$ cat config.mk
export PLATFORM = sky130hd
export DESIGN_NAME = srm_regs
export DESIGN_NICKNAME = d
export VERILOG_FILES = /design/src/hw/srm_pkg.sv /design/src/hw/srm_crc_step.sv /design/src/hw/srm_regs.sv
export VERILOG_INCLUDE_DIRS = /design/src /design/src/hw
export SDC_FILE = /design/constraint.sdc
export NUM_CORES = 1
export LEC_CHECK = 0
export ABC_CLOCK_PERIOD_IN_PS = 8300
export BUFFER_PORTS_ARGS = -buffer_cell sky130_fd_sc_hd__buf_2
export CAP_MARGIN = 20
export CORE_AREA = 2 2 203 205
export DETAILED_ROUTE_END_ITERATION = 8
export DIE_AREA = 0 0 205 207
export HOLD_SLACK_MARGIN = 0.06
export PLACE_DENSITY = 0.6
export SYNTH_ARGS = -nofsm -noshare
export SYNTH_HDL_FRONTEND = slang
export SYNTH_HIERARCHICAL = 1
export SYNTH_SLANG_ARGS = --single-unit
$ cat constraint.sdc
create_clock -name clock -period 8.3 [get_ports clock]
set_input_delay 0.415 -clock clock [delete_from_list [all_inputs] [get_ports clock]]
set_output_delay 0.415 -clock clock [all_outputs]
set_load 0.05 [all_outputs]
$ cat src/hw/srm_map.svh
// Purpose: offsets, field positions, reset values and timing counts of the result/monitor register slice
// Assumes: 7-bit register address, 16-bit register words, 50 MHz clock
// Notes: fields of the monitor word are bit positions within the 16-bit word
`ifndef SRM_MAP_SVH
`define SRM_MAP_SVH

`define SRM_OFS_STEP12 7'h1c
`define SRM_OFS_STEP13 7'h1d
`define SRM_OFS_STEP14 7'h1e
`define SRM_OFS_STEP15 7'h1f
`define SRM_OFS_MONCFG 7'h40
`define SRM_OFS_SEC1_LO 7'h40
`define SRM_OFS_SEC1_HI 7'h59

`define SRM_RESULT_RESET 16'h0000
`define SRM_MONCFG_RESET 16'h0000
// writable bits: 15,14,13,12,8,2,1,0
`define SRM_MONCFG_WMASK 16'hf107

`define SRM_BIT_MAP_CHECK_EN 15
`define SRM_BIT_CRC_ANSI 14
`define SRM_BIT_SCLK_CNT_EN 13
`define SRM_BIT_TIMEOUT_EN 12
`define SRM_BIT_FAULT_POLARITY 8
`define SRM_BIT_ABSENT_POL 2
`define SRM_LSB_ABSENT_WIN 0

`define SRM_POLY_CCITT 16'h1021
`define SRM_POLY_ANSI 16'h8005
`define SRM_CRC_SEED 16'hffff

// oscillator-cycle counts, taken as clock cycles here
`define SRM_TIMEOUT_CYCLES 32'd16384
`define SRM_ABSENT_WIN1 32'd5120
`define SRM_ABSENT_WIN2 32'd10240
`define SRM_ABSENT_WIN3 32'd20480

`endif

$ cat src/hw/srm_pkg.sv
// Purpose: types shared by the register slice
// Assumes: nothing beyond the map header
// Notes: states are one-hot
package srm_pkg;
  typedef enum logic [2:0] {
    SRM_IDLE = 3'b001,
    SRM_BUSY = 3'b010,
    SRM_DONE = 3'b100
  } srm_crc_state_t;
  typedef enum logic [1:0] {
    SRM_WIN_OFF = 2'b00,
    SRM_WIN_1 = 2'b01,
    SRM_WIN_2 = 2'b10,
    SRM_WIN_3 = 2'b11
  } srm_window_t;
endpackage

$ cat src/hw/srm_crc_step.sv
// Purpose: one 16-bit word folded into a 16-bit crc, msb first
// Assumes: polynomial given without its top term
// Notes: purely combinational; the caller registers the result
`timescale 1ns/1ps
module srm_crc_step (
  input wire logic [15:0] crc_in,
  input wire logic [15:0] word,
  input wire logic [15:0] poly,
  output logic [15:0] crc_out
);
  always_comb begin
    logic [15:0] c;
    c = crc_in;
    for (int i = 15; i >= 0; i--) begin
      if (c[15] ^ word[i]) begin
        c = {c[14:0], 1'b0} ^ poly;
      end else begin
        c = {c[14:0], 1'b0};
      end
    end
    crc_out = c;
  end
endmodule // srm_crc_step

$ cat src/hw/srm_regs.sv
// Purpose: step 12..15 result registers and the integrity monitor configuration word
// Assumes: frame decoder delivers decoded accesses and crc-valid command pulses on this clock;
//   chip_select_n arrives from a pin
// Notes: map crc walks section 1 one word per cycle, words outside this slice count as zero
//
// How it works
// RQ1 - four read-only results, steps twelve to fifteen
// RQ2 - results are signed two's complement words
// RQ3 - steps 13-15 at 1Dh upward, reset zero
// RQ4 - monitor word at 40h, resets to zero
// RQ5 - bit 15 enables section 1 map crc
// RQ6 - bit 14 picks CCITT or ANSI polynomial
// RQ7 - reserved bits ignore writes, read zero
// RQ8 - serial timeout drops rest of frame
// RQ9 - absent host flagged after chosen window
// RQ10 - CCITT 1021h, ANSI 8005h, msb first
`timescale 1ns/1ps
`include "srm_map.svh"
module srm_regs
  import srm_pkg::*;
(
  input wire logic clock,
  input wire logic rstn,
  input wire logic reg_wr,
  input wire logic reg_rd,
  input wire logic [6:0] reg_addr,
  input wire logic [15:0] reg_wdata,
  output logic [15:0] reg_rdata,
  output logic reg_rvalid,
  input wire logic result_we,
  input wire logic [1:0] result_step,
  input wire logic signed [15:0] result_data,
  input wire logic chip_select_n,
  input wire logic cmd_crc_ok,
  output logic frame_drop,
  output logic crc_ansi_sel,
  output logic [15:0] map_crc,
  output logic map_crc_valid,
  output logic absent_host,
  output logic absent_host_pin,
  output logic fault_output_polarity,
  output logic sclk_count_enable
);
  logic signed [15:0] step_result [0:3];
  logic [15:0] moncfg;
  logic [15:0] poly;
  logic [15:0] next_crc;
  logic [15:0] crc_word;
  logic [6:0] walk_addr;
  logic [15:0] crc_acc;
  srm_crc_state_t crc_state;
  logic cs_meta, cs_sync, cs_prev;
  logic [14:0] to_count;
  logic [14:0] absent_count;
  logic [14:0] absent_limit;

  // RQ1 result capture
  // RQ2 stored as signed words
  always_ff @(posedge clock or negedge rstn) begin
    if (!rstn) begin
      // RQ3 zero after reset
      for (int i = 0; i < 4; i++) begin
        step_result[i] <= `SRM_RESULT_RESET;
      end
    end else if (result_we) begin
      step_result[result_step] <= result_data;
    end
  end

  // RQ4 monitor word reset
  always_ff @(posedge clock or negedge rstn) begin
    if (!rstn) begin
      moncfg <= `SRM_MONCFG_RESET;
    end else if (reg_wr && reg_addr == `SRM_OFS_MONCFG) begin
      // RQ7 reserved bits masked
      moncfg <= reg_wdata & `SRM_MONCFG_WMASK;
    end
  end

  // read port; unmapped addresses read zero
  always_ff @(posedge clock or negedge rstn) begin
    if (!rstn) begin
      reg_rdata <= 16'h0000;
      reg_rvalid <= 1'b0;
    end else begin
      reg_rvalid <= reg_rd;
      if (!reg_rd) begin
        reg_rdata <= reg_rdata;
      // RQ3 consecutive result offsets
      end else if (reg_addr == `SRM_OFS_STEP12) begin
        reg_rdata <= step_result[0];
      end else if (reg_addr == `SRM_OFS_STEP13) begin
        reg_rdata <= step_result[1];
      end else if (reg_addr == `SRM_OFS_STEP14) begin
        reg_rdata <= step_result[2];
      end else if (reg_addr == `SRM_OFS_STEP15) begin
        reg_rdata <= step_result[3];
      end else if (reg_addr == `SRM_OFS_MONCFG) begin
        reg_rdata <= moncfg;
      end else begin
        reg_rdata <= 16'h0000;
      end
    end
  end

  // plain configuration outputs
  always_ff @(posedge clock or negedge rstn) begin
    if (!rstn) begin
      crc_ansi_sel <= 1'b0;
      fault_output_polarity <= 1'b0;
      sclk_count_enable <= 1'b0;
    end else begin
      // RQ6 shared polynomial select
      crc_ansi_sel <= moncfg[`SRM_BIT_CRC_ANSI];
      fault_output_polarity <= moncfg[`SRM_BIT_FAULT_POLARITY];
      sclk_count_enable <= moncfg[`SRM_BIT_SCLK_CNT_EN];
    end
  end

  // RQ10 generator choice
  assign poly = moncfg[`SRM_BIT_CRC_ANSI] ? `SRM_POLY_ANSI : `SRM_POLY_CCITT;
  assign crc_word = (walk_addr == `SRM_OFS_MONCFG) ? moncfg : 16'h0000;

  srm_crc_step u_crc_step (
    .crc_in(crc_acc),
    .word(crc_word),
    .poly(poly),
    .crc_out(next_crc)
  );

  // RQ5 section 1 walk, restarts continuously while enabled
  always_ff @(posedge clock or negedge rstn) begin
    if (!rstn) begin
      crc_state <= SRM_IDLE;
      walk_addr <= `SRM_OFS_SEC1_LO;
      crc_acc <= `SRM_CRC_SEED;
      map_crc <= 16'h0000;
      map_crc_valid <= 1'b0;
    end else if (!moncfg[`SRM_BIT_MAP_CHECK_EN]) begin
      crc_state <= SRM_IDLE;
      walk_addr <= `SRM_OFS_SEC1_LO;
      crc_acc <= `SRM_CRC_SEED;
      map_crc_valid <= 1'b0;
    end else begin
      case (crc_state)
        SRM_IDLE: begin
          walk_addr <= `SRM_OFS_SEC1_LO;
          crc_acc <= `SRM_CRC_SEED;
          crc_state <= SRM_BUSY;
        end
        SRM_BUSY: begin
          crc_acc <= next_crc;
          walk_addr <= walk_addr + 7'h01;
          if (walk_addr == `SRM_OFS_SEC1_HI) begin
            crc_state <= SRM_DONE;
          end
        end
        SRM_DONE: begin
          map_crc <= crc_acc;
          map_crc_valid <= 1'b1;
          crc_state <= SRM_IDLE;
        end
        default: begin
          crc_state <= SRM_IDLE;
        end
      endcase
    end
  end

  // two-stage sync of the chip select pin
  always_ff @(posedge clock or negedge rstn) begin
    if (!rstn) begin
      cs_meta <= 1'b1;
      cs_sync <= 1'b1;
      cs_prev <= 1'b1;
    end else begin
      cs_meta <= chip_select_n;
      cs_sync <= cs_meta;
      cs_prev <= cs_sync;
    end
  end

  // RQ8 frame timeout; drop holds until next falling edge
  always_ff @(posedge clock or negedge rstn) begin
    if (!rstn) begin
      to_count <= 15'h0000;
      frame_drop <= 1'b0;
    end else if (cs_prev && !cs_sync) begin
      to_count <= 15'h0000;
      frame_drop <= 1'b0;
    end else if (!cs_sync && moncfg[`SRM_BIT_TIMEOUT_EN] && !frame_drop) begin
      to_count <= to_count + 15'h0001;
      if (to_count == 15'(`SRM_TIMEOUT_CYCLES - 1)) begin
        frame_drop <= 1'b1;
      end
    end
  end

  always_comb begin
    case (srm_window_t'(moncfg[`SRM_LSB_ABSENT_WIN +: 2]))
      SRM_WIN_1: absent_limit = 15'(`SRM_ABSENT_WIN1);
      SRM_WIN_2: absent_limit = 15'(`SRM_ABSENT_WIN2);
      SRM_WIN_3: absent_limit = 15'(`SRM_ABSENT_WIN3);
      default: absent_limit = 15'h0000;
    endcase
  end

  // RQ9 absent-host watchdog; cleared only by disabling the window
  always_ff @(posedge clock or negedge rstn) begin
    if (!rstn) begin
      absent_count <= 15'h0000;
      absent_host <= 1'b0;
    end else if (absent_limit == 15'h0000) begin
      absent_count <= 15'h0000;
      absent_host <= 1'b0;
    end else if (cmd_crc_ok) begin
      absent_count <= 15'h0000;
    end else if (!absent_host) begin
      absent_count <= absent_count + 15'h0001;
      if (absent_count >= absent_limit - 15'h0001) begin
        absent_host <= 1'b1;
      end
    end
  end

  // pin level follows the polarity bit; active low by default
  always_ff @(posedge clock or negedge rstn) begin
    if (!rstn) begin
      absent_host_pin <= 1'b1;
    end else begin
      absent_host_pin <= absent_host ~^ moncfg[`SRM_BIT_ABSENT_POL];
    end
  end
endmodule // srm_regs

Yosys cells after proc, flatten, opt, wreduce, memory -nomap -nowiden --
Index checks and enable logic that the tools add are counted.
Word-level totals: register bits after elaboration 171, logic and storage cells 143, bits of input ports 48
Cells by class: order comparisons 3, mux-type cells 48, reduce and logical (&&, ||, !) cells 12, eq/ne operators 19, bitwise logic cells 34, add/sub/neg operators 4
Operator list (count):
- 16-bit 2-to-1 mux | 25
- 16-bit XOR | 16
- 15-bit 2-to-1 mux | 5
- 64-bit bitwise mux | 1
- 15-bit case mux with 3 select lines | 1
- 16-bit demux with 2-bit select | 1
- 16-bit case mux with 2 select lines | 1
- 15-bit by 1-bit adder with 15-bit output (second input constant) | 2
- 7-bit by 5-bit equality test with 1-bit output (second input constant) | 4
- 7-bit equality test (second input constant) | 3
- 1-bit XOR | 16
- 15-bit by 14-bit equality test with 1-bit output (second input constant) | 1
- 15-bit >= comparator | 1
- 15-bit zero test | 1
- 15-bit by 1-bit subtractor with 15-bit output (second input constant) | 1
- 7-bit case mux with 2 select lines | 1
- 1-bit 2-to-1 mux | 9
- 7-bit by 1-bit adder with 7-bit output (second input constant) | 1
- 7-bit 2-to-1 mux | 1
- 3-bit 2-to-1 mux | 2
- 3-bit case mux with 2 select lines | 1
- 1-bit logical AND | 5
- 2-bit equality test (second input constant) | 2
- 2-bit by 1-bit inequality test with 1-bit output (second input constant) | 2
- 14 further kinds | 17

Logic depth before layout (Yosys ltp) --
word-level depth 36, depth in mapped cells 34, depth with buffers taken out 27

Hierarchy --
Netlist, hierarchy kept.
Modules (own cells, without submodules):
- srm_regs | area each 7736.2 sq um, cells an instance 619, times used 1, sequential area each 4306.6 sq um
- srm_crc_step | area each 6139.6 sq um, cells an instance 931, times used 1, sequential area each 0.0 sq um

Least setup slack after synthesis --
Ideal clock, no wire load.
path kind register to register, start reg walk_addr[0], end reg crc_acc[13], data arrival time 6.724 ns, path buffers 4, stages on the path, launching flop included 32, slack 1.515 ns, data required time 8.239 ns, library setup time 0.061 ns, period minus slack after synthesis 6.785 ns, path through dfrtp_1 inv_1 ha_1 and4_1 and2_1 xnor2_2 buf_2 o21ai_1 o211ai_2 mux2i_1 a311oi_2 xnor2_1 a221oi_4 a21o_2 a31oi_2 a21o_1 buf_2 o2111ai_1 and2_1 clkbuf_1 mux2i_1 mux2i_1 a21oi_1 or3_1 mux2_2 a21oi_1 buf_2 o311ai_0 and2_1 a211oi_1 xnor2_1 o22a_1
Between the ends: word-level cells in the longest chain between the ends 36, elaborated cells on any way between the ends 51, classes of those cells eq/ne: 1; mux: 19; bitwise: 31
RTL lines:
- start: declaration | RTL line srm_regs.sv:49 | logic [6:0] walk_addr;
- start signal: assignment | RTL line srm_regs.sv:135 | walk_addr <= `SRM_OFS_SEC1_LO;
- start signal: assignment | RTL line srm_regs.sv:141 | walk_addr <= `SRM_OFS_SEC1_LO;
- start signal: assignment | RTL line srm_regs.sv:147 | walk_addr <= `SRM_OFS_SEC1_LO;
- 7-bit equality test (no line) *
- 16-bit 2-to-1 mux * | RTL line srm_regs.sv:122 | assign crc_word = (walk_addr == `SRM_OFS_MONCFG) ? moncfg : 16'h0000;
- via crc_word[15] | RTL line srm_regs.sv:48 | logic [15:0] crc_word;
- 1-bit XOR * | RTL line srm_crc_step.sv:15 | if (c[15] ^ word[i]) begin
- 16-bit 2-to-1 mux * | RTL line srm_crc_step.sv:15
- 16-bit XOR or 1-bit XOR (tied branches) | RTL line srm_crc_step.sv:16, srm_crc_step.sv:15
- 16-bit 2-to-1 mux * | RTL line srm_crc_step.sv:15
- 1-bit XOR or 16-bit XOR (tied branches) | RTL line srm_crc_step.sv:15, srm_crc_step.sv:16
- [... 22 more ...]
- 16-bit 2-to-1 mux * | RTL line srm_crc_step.sv:15
- 16-bit XOR or 1-bit XOR (tied branches) | RTL line srm_crc_step.sv:16, srm_crc_step.sv:15
- 16-bit 2-to-1 mux * | RTL line srm_crc_step.sv:15
- 16-bit XOR or 1-bit XOR (tied branches) | RTL line srm_crc_step.sv:16, srm_crc_step.sv:15
- 16-bit 2-to-1 mux * | RTL line srm_crc_step.sv:15
- via next_crc[13] | RTL line srm_regs.sv:47 | logic [15:0] next_crc;
- 16-bit case mux with 2 select lines * | RTL line srm_regs.sv:145 | case (crc_state)
- 16-bit 2-to-1 mux * | RTL line srm_regs.sv:139 | end else if (!moncfg[`SRM_BIT_MAP_CHECK_EN]) begin
- end signal: assignment | RTL line srm_regs.sv:142 | crc_acc <= `SRM_CRC_SEED;
- end signal: assignment | RTL line srm_regs.sv:148 | crc_acc <= `SRM_CRC_SEED;
- end signal: assignment | RTL line srm_regs.sv:152 | crc_acc <= next_crc;
- end: declaration | RTL line srm_regs.sv:50 | logic [15:0] crc_acc;
The timed path passes the listed nets; every way through them passes the cells marked *. A chain may end at the register's enable or synchronous reset.

Worst setup path after layout --
Same ends and word-level chain as after synthesis.

==> metrics <==
status=finished, final reports clean; die width=205 µm; final worst-path cycle share=93.59%; critical path class=reg2reg; Yosys reg bits=171; DRT iter0 DRCs=944; Placer Congestion=0.8941; area of the multi-input gates=0.009155 mm²; Crit Path Max Fanout=15; die footprint=0.04244 mm²; number of flops mapped to enable cells by yosys=0; synthesized instance count=1550; global-route wire length before repair=63.78 mm; Synth Flop Type=dfrtp_1; Peak Freq=0.1287 GHz; clk root buf=clkbuf_16; max-slew violation count=0; Pre-antenna DRT Iters=6; setup TNS=0 ns; Fillers=4091; WL/cell=18.49 µm; Worst path slowest cell=dfrtp_1; Routed WL=39.90 mm; yosys warns=6; largest net degree at the start of global routing=103; sequential-to-total area share from yosys stat=31.04%; CP required=8.67 ns; clk_lat worst skew=0.43 ns; initial antenna violation count=4; most used cell, CP=mux2i_1; Nets=1672; # setup viols final=0; Fin. Hold Viols=0; total global routing overflow=0; asr flop ratio synth=100.0%; share of cells above drive strength 1=20.57%; post-detail-place hpwl=27.78 mm; Synth-to-Final Area Change=12.13%; worst hold margin=0.09251 ns; Post-DRT Antenna Nets=0; Worst Max-Slew Pin Slew=1.032 ns; Via Count=11954; peak per-stage delay on the critical path=0.41 ns; # H-tree levels=4; Setup crit start kind=flip-flop; CTS Buf Count=17; Worst Setup End Kind=flip-flop; row count=74; port buffer count=79; Clk pin slew, worst setup/hold paths=0.06 ns; vias in the first global route=11570; critical path arrival=8.14 ns; Die Span Y=207 µm; HP Class=in2async; Slew HR=30.98%; number of library cell types mapped by synthesis=108; Tmin final=7.768 ns; register cell area after layout=0.004310 mm²; drt drc=0; # IOs=88; Avg Inst Size Synth=8.952 µm²; clock sinks=171; Initial Util=34.37%; Bufs on Longest Clock Path=2; Clock Skew=0.008815 ns; CTS tree=yes; Core ar.=0.04037 mm²; Synth Cell Area=0.01388 mm²; Vias/cell=5.539; Max-cap violations=0; Global Route Usage Sum=18.67%; RSZ-0062 raised after global routing=no
-- area by class of cell --
| class | instances | area share (%) |
|---|---|---|
| Clock buffer | 21 | 2.895 |
| Multi-Input combinational cell | 1265 | 58.84 |
| Antenna cell | 2 | 0.03217 |
| Inverter | 40 | 0.9650 |
| Sequential cell | 171 | 27.70 |
| Timing Repair Buffer | 116 | 4.431 |
| Clock inverter | 11 | 0.8524 |
| Tap cell | 532 | 4.278 |
-- routing by layer --
layer / GRT usage (%) / share of wire [%]
met3: 3.792 / 6.8
met2: 29.57 / 46
met1: 25.44 / 45
met5: 0 / 0.068
met4: 6.053 / 2.3
-- metrics by stage --
stage | setup slack (ns) | area (µm²) | util, % | instances
after floorplan | 1.515 | 14010 | - | 1587
after global placement | 0.6875 | 14880 | 36.86 | 2121
after detailed placement | 0.5032 | 14880 | 36.86 | 2121
after CTS | 0.4606 | 15470 | 38.33 | 2154
after global routing | 0.002337 | 15550 | 38.53 | 2156
final | 0.5317 | 15560 | 38.54 | 2158
-- cell usage after synthesis, types with 13 or more instances --
master    number  area [µm²]
ha_1          13       162.7
nor3_1        31       155.2
inv_1         39       146.4
a31oi_1       13       81.33
nor2_1       113       424.2
buf_2         24       120.1
a211oi_1      18       135.1
nand3_1       56       280.3
dfstp_2       22       578.1
and3_1        23       143.9
o31ai_1       13       97.59
mux2_2        97        1092
a32oi_1       15       131.4
dfrtp_1      149        3729
xnor2_1      179        1568
xor2_1        32       280.3
o21ai_0       54       270.3
buf_1         16       60.06
a21oi_1       41       205.2
nand2_1      192       720.7
o22a_1        16       140.1
clkbuf_1      64       240.2
and2_1        17       106.4
mux2i_1       17       170.2
-- cell usage in the layout, fill, tap and decap left out, drive strengths merged, types with 15 or more instances in the layout --
master and instances:
mux2i 18, nand3 57, buf 115, nor3 33, clkbuf 21, nand2 194, and3 23, and2 18
xnor2 183, xor2 34, a32oi 15, o22a 16, nor4 16, o21ai 66, nor2 116, dfrtp 149
mux2 98, inv 43, a211oi 22, a21oi 43, dfstp 22, conb 39
-- kinds of logic (layout without fill, tap and decap cells) --
| kind of cell | Yosys count | count (layout) | synth area share [%] |
|---|---|---|---|
| other cells | 2 | 41 | 0.05412 |
| xor+xnor | 228 | 228 | 15.83 |
| buf+inv | 151 | 188 | 4.518 |
| simple gates | 523 | 523 | 18.33 |
| fa+ha+maj | 13 | 13 | 1.172 |
| flops | 171 | 171 | 31.04 |
| mux | 124 | 124 | 10.64 |
| compound gates | 338 | 338 | 18.41 |
-- critical path: cells and delay by family (launching register included) --
| family | cells | cell delay, ns |
|---|---|---|
| mux | 4 | 1.10 |
| flops | 1 | 0.41 |
| simple gates | 7 | 1.91 |
| fa+ha+maj | 1 | 0.14 |
| compound gates | 11 | 2.86 |
| buf+inv | 3 | 0.54 |
| xor+xnor | 3 | 0.72 |
-- timing repair --
action / CTS / global route
setup buffers: 0 / 1
setup endpoints to repair: 0 / 11
hold buffers: 1 / 0
resized for setup: 0 / 9
hold endpoints to repair: 1 / 0
-- sequential cells by signal, summed over array words and instances, names as in the netlist, 3 cells and up --
signal / count
absent_count: 15
moncfg: 8
walk_addr: 7
to_count: 15
reg_rdata: 16
crc_state: 3
step_result: 64
map_crc: 16
crc_acc: 16
-- final timing paths --
kind | start | endpoint | slack, ns | cells after the start
max | walk_addr[0] | crc_acc[13] | 0.53 | 29
min | rstn | to_count[7] | 0.09 | 1
max reg2reg | walk_addr[0] | crc_acc[13] | 0.53 | 29
min reg2reg | cs_meta | cs_sync | 0.36 | 0
max in group asynchronous | rstn | reg_rdata[0] | 6.78 | 2
min in group clock | reg_wdata[0] | moncfg[0] | 0.21 | 2
Power is not shown: default switching activity piles up to over one toggle a cycle in this logic, so the estimate is an artifact.
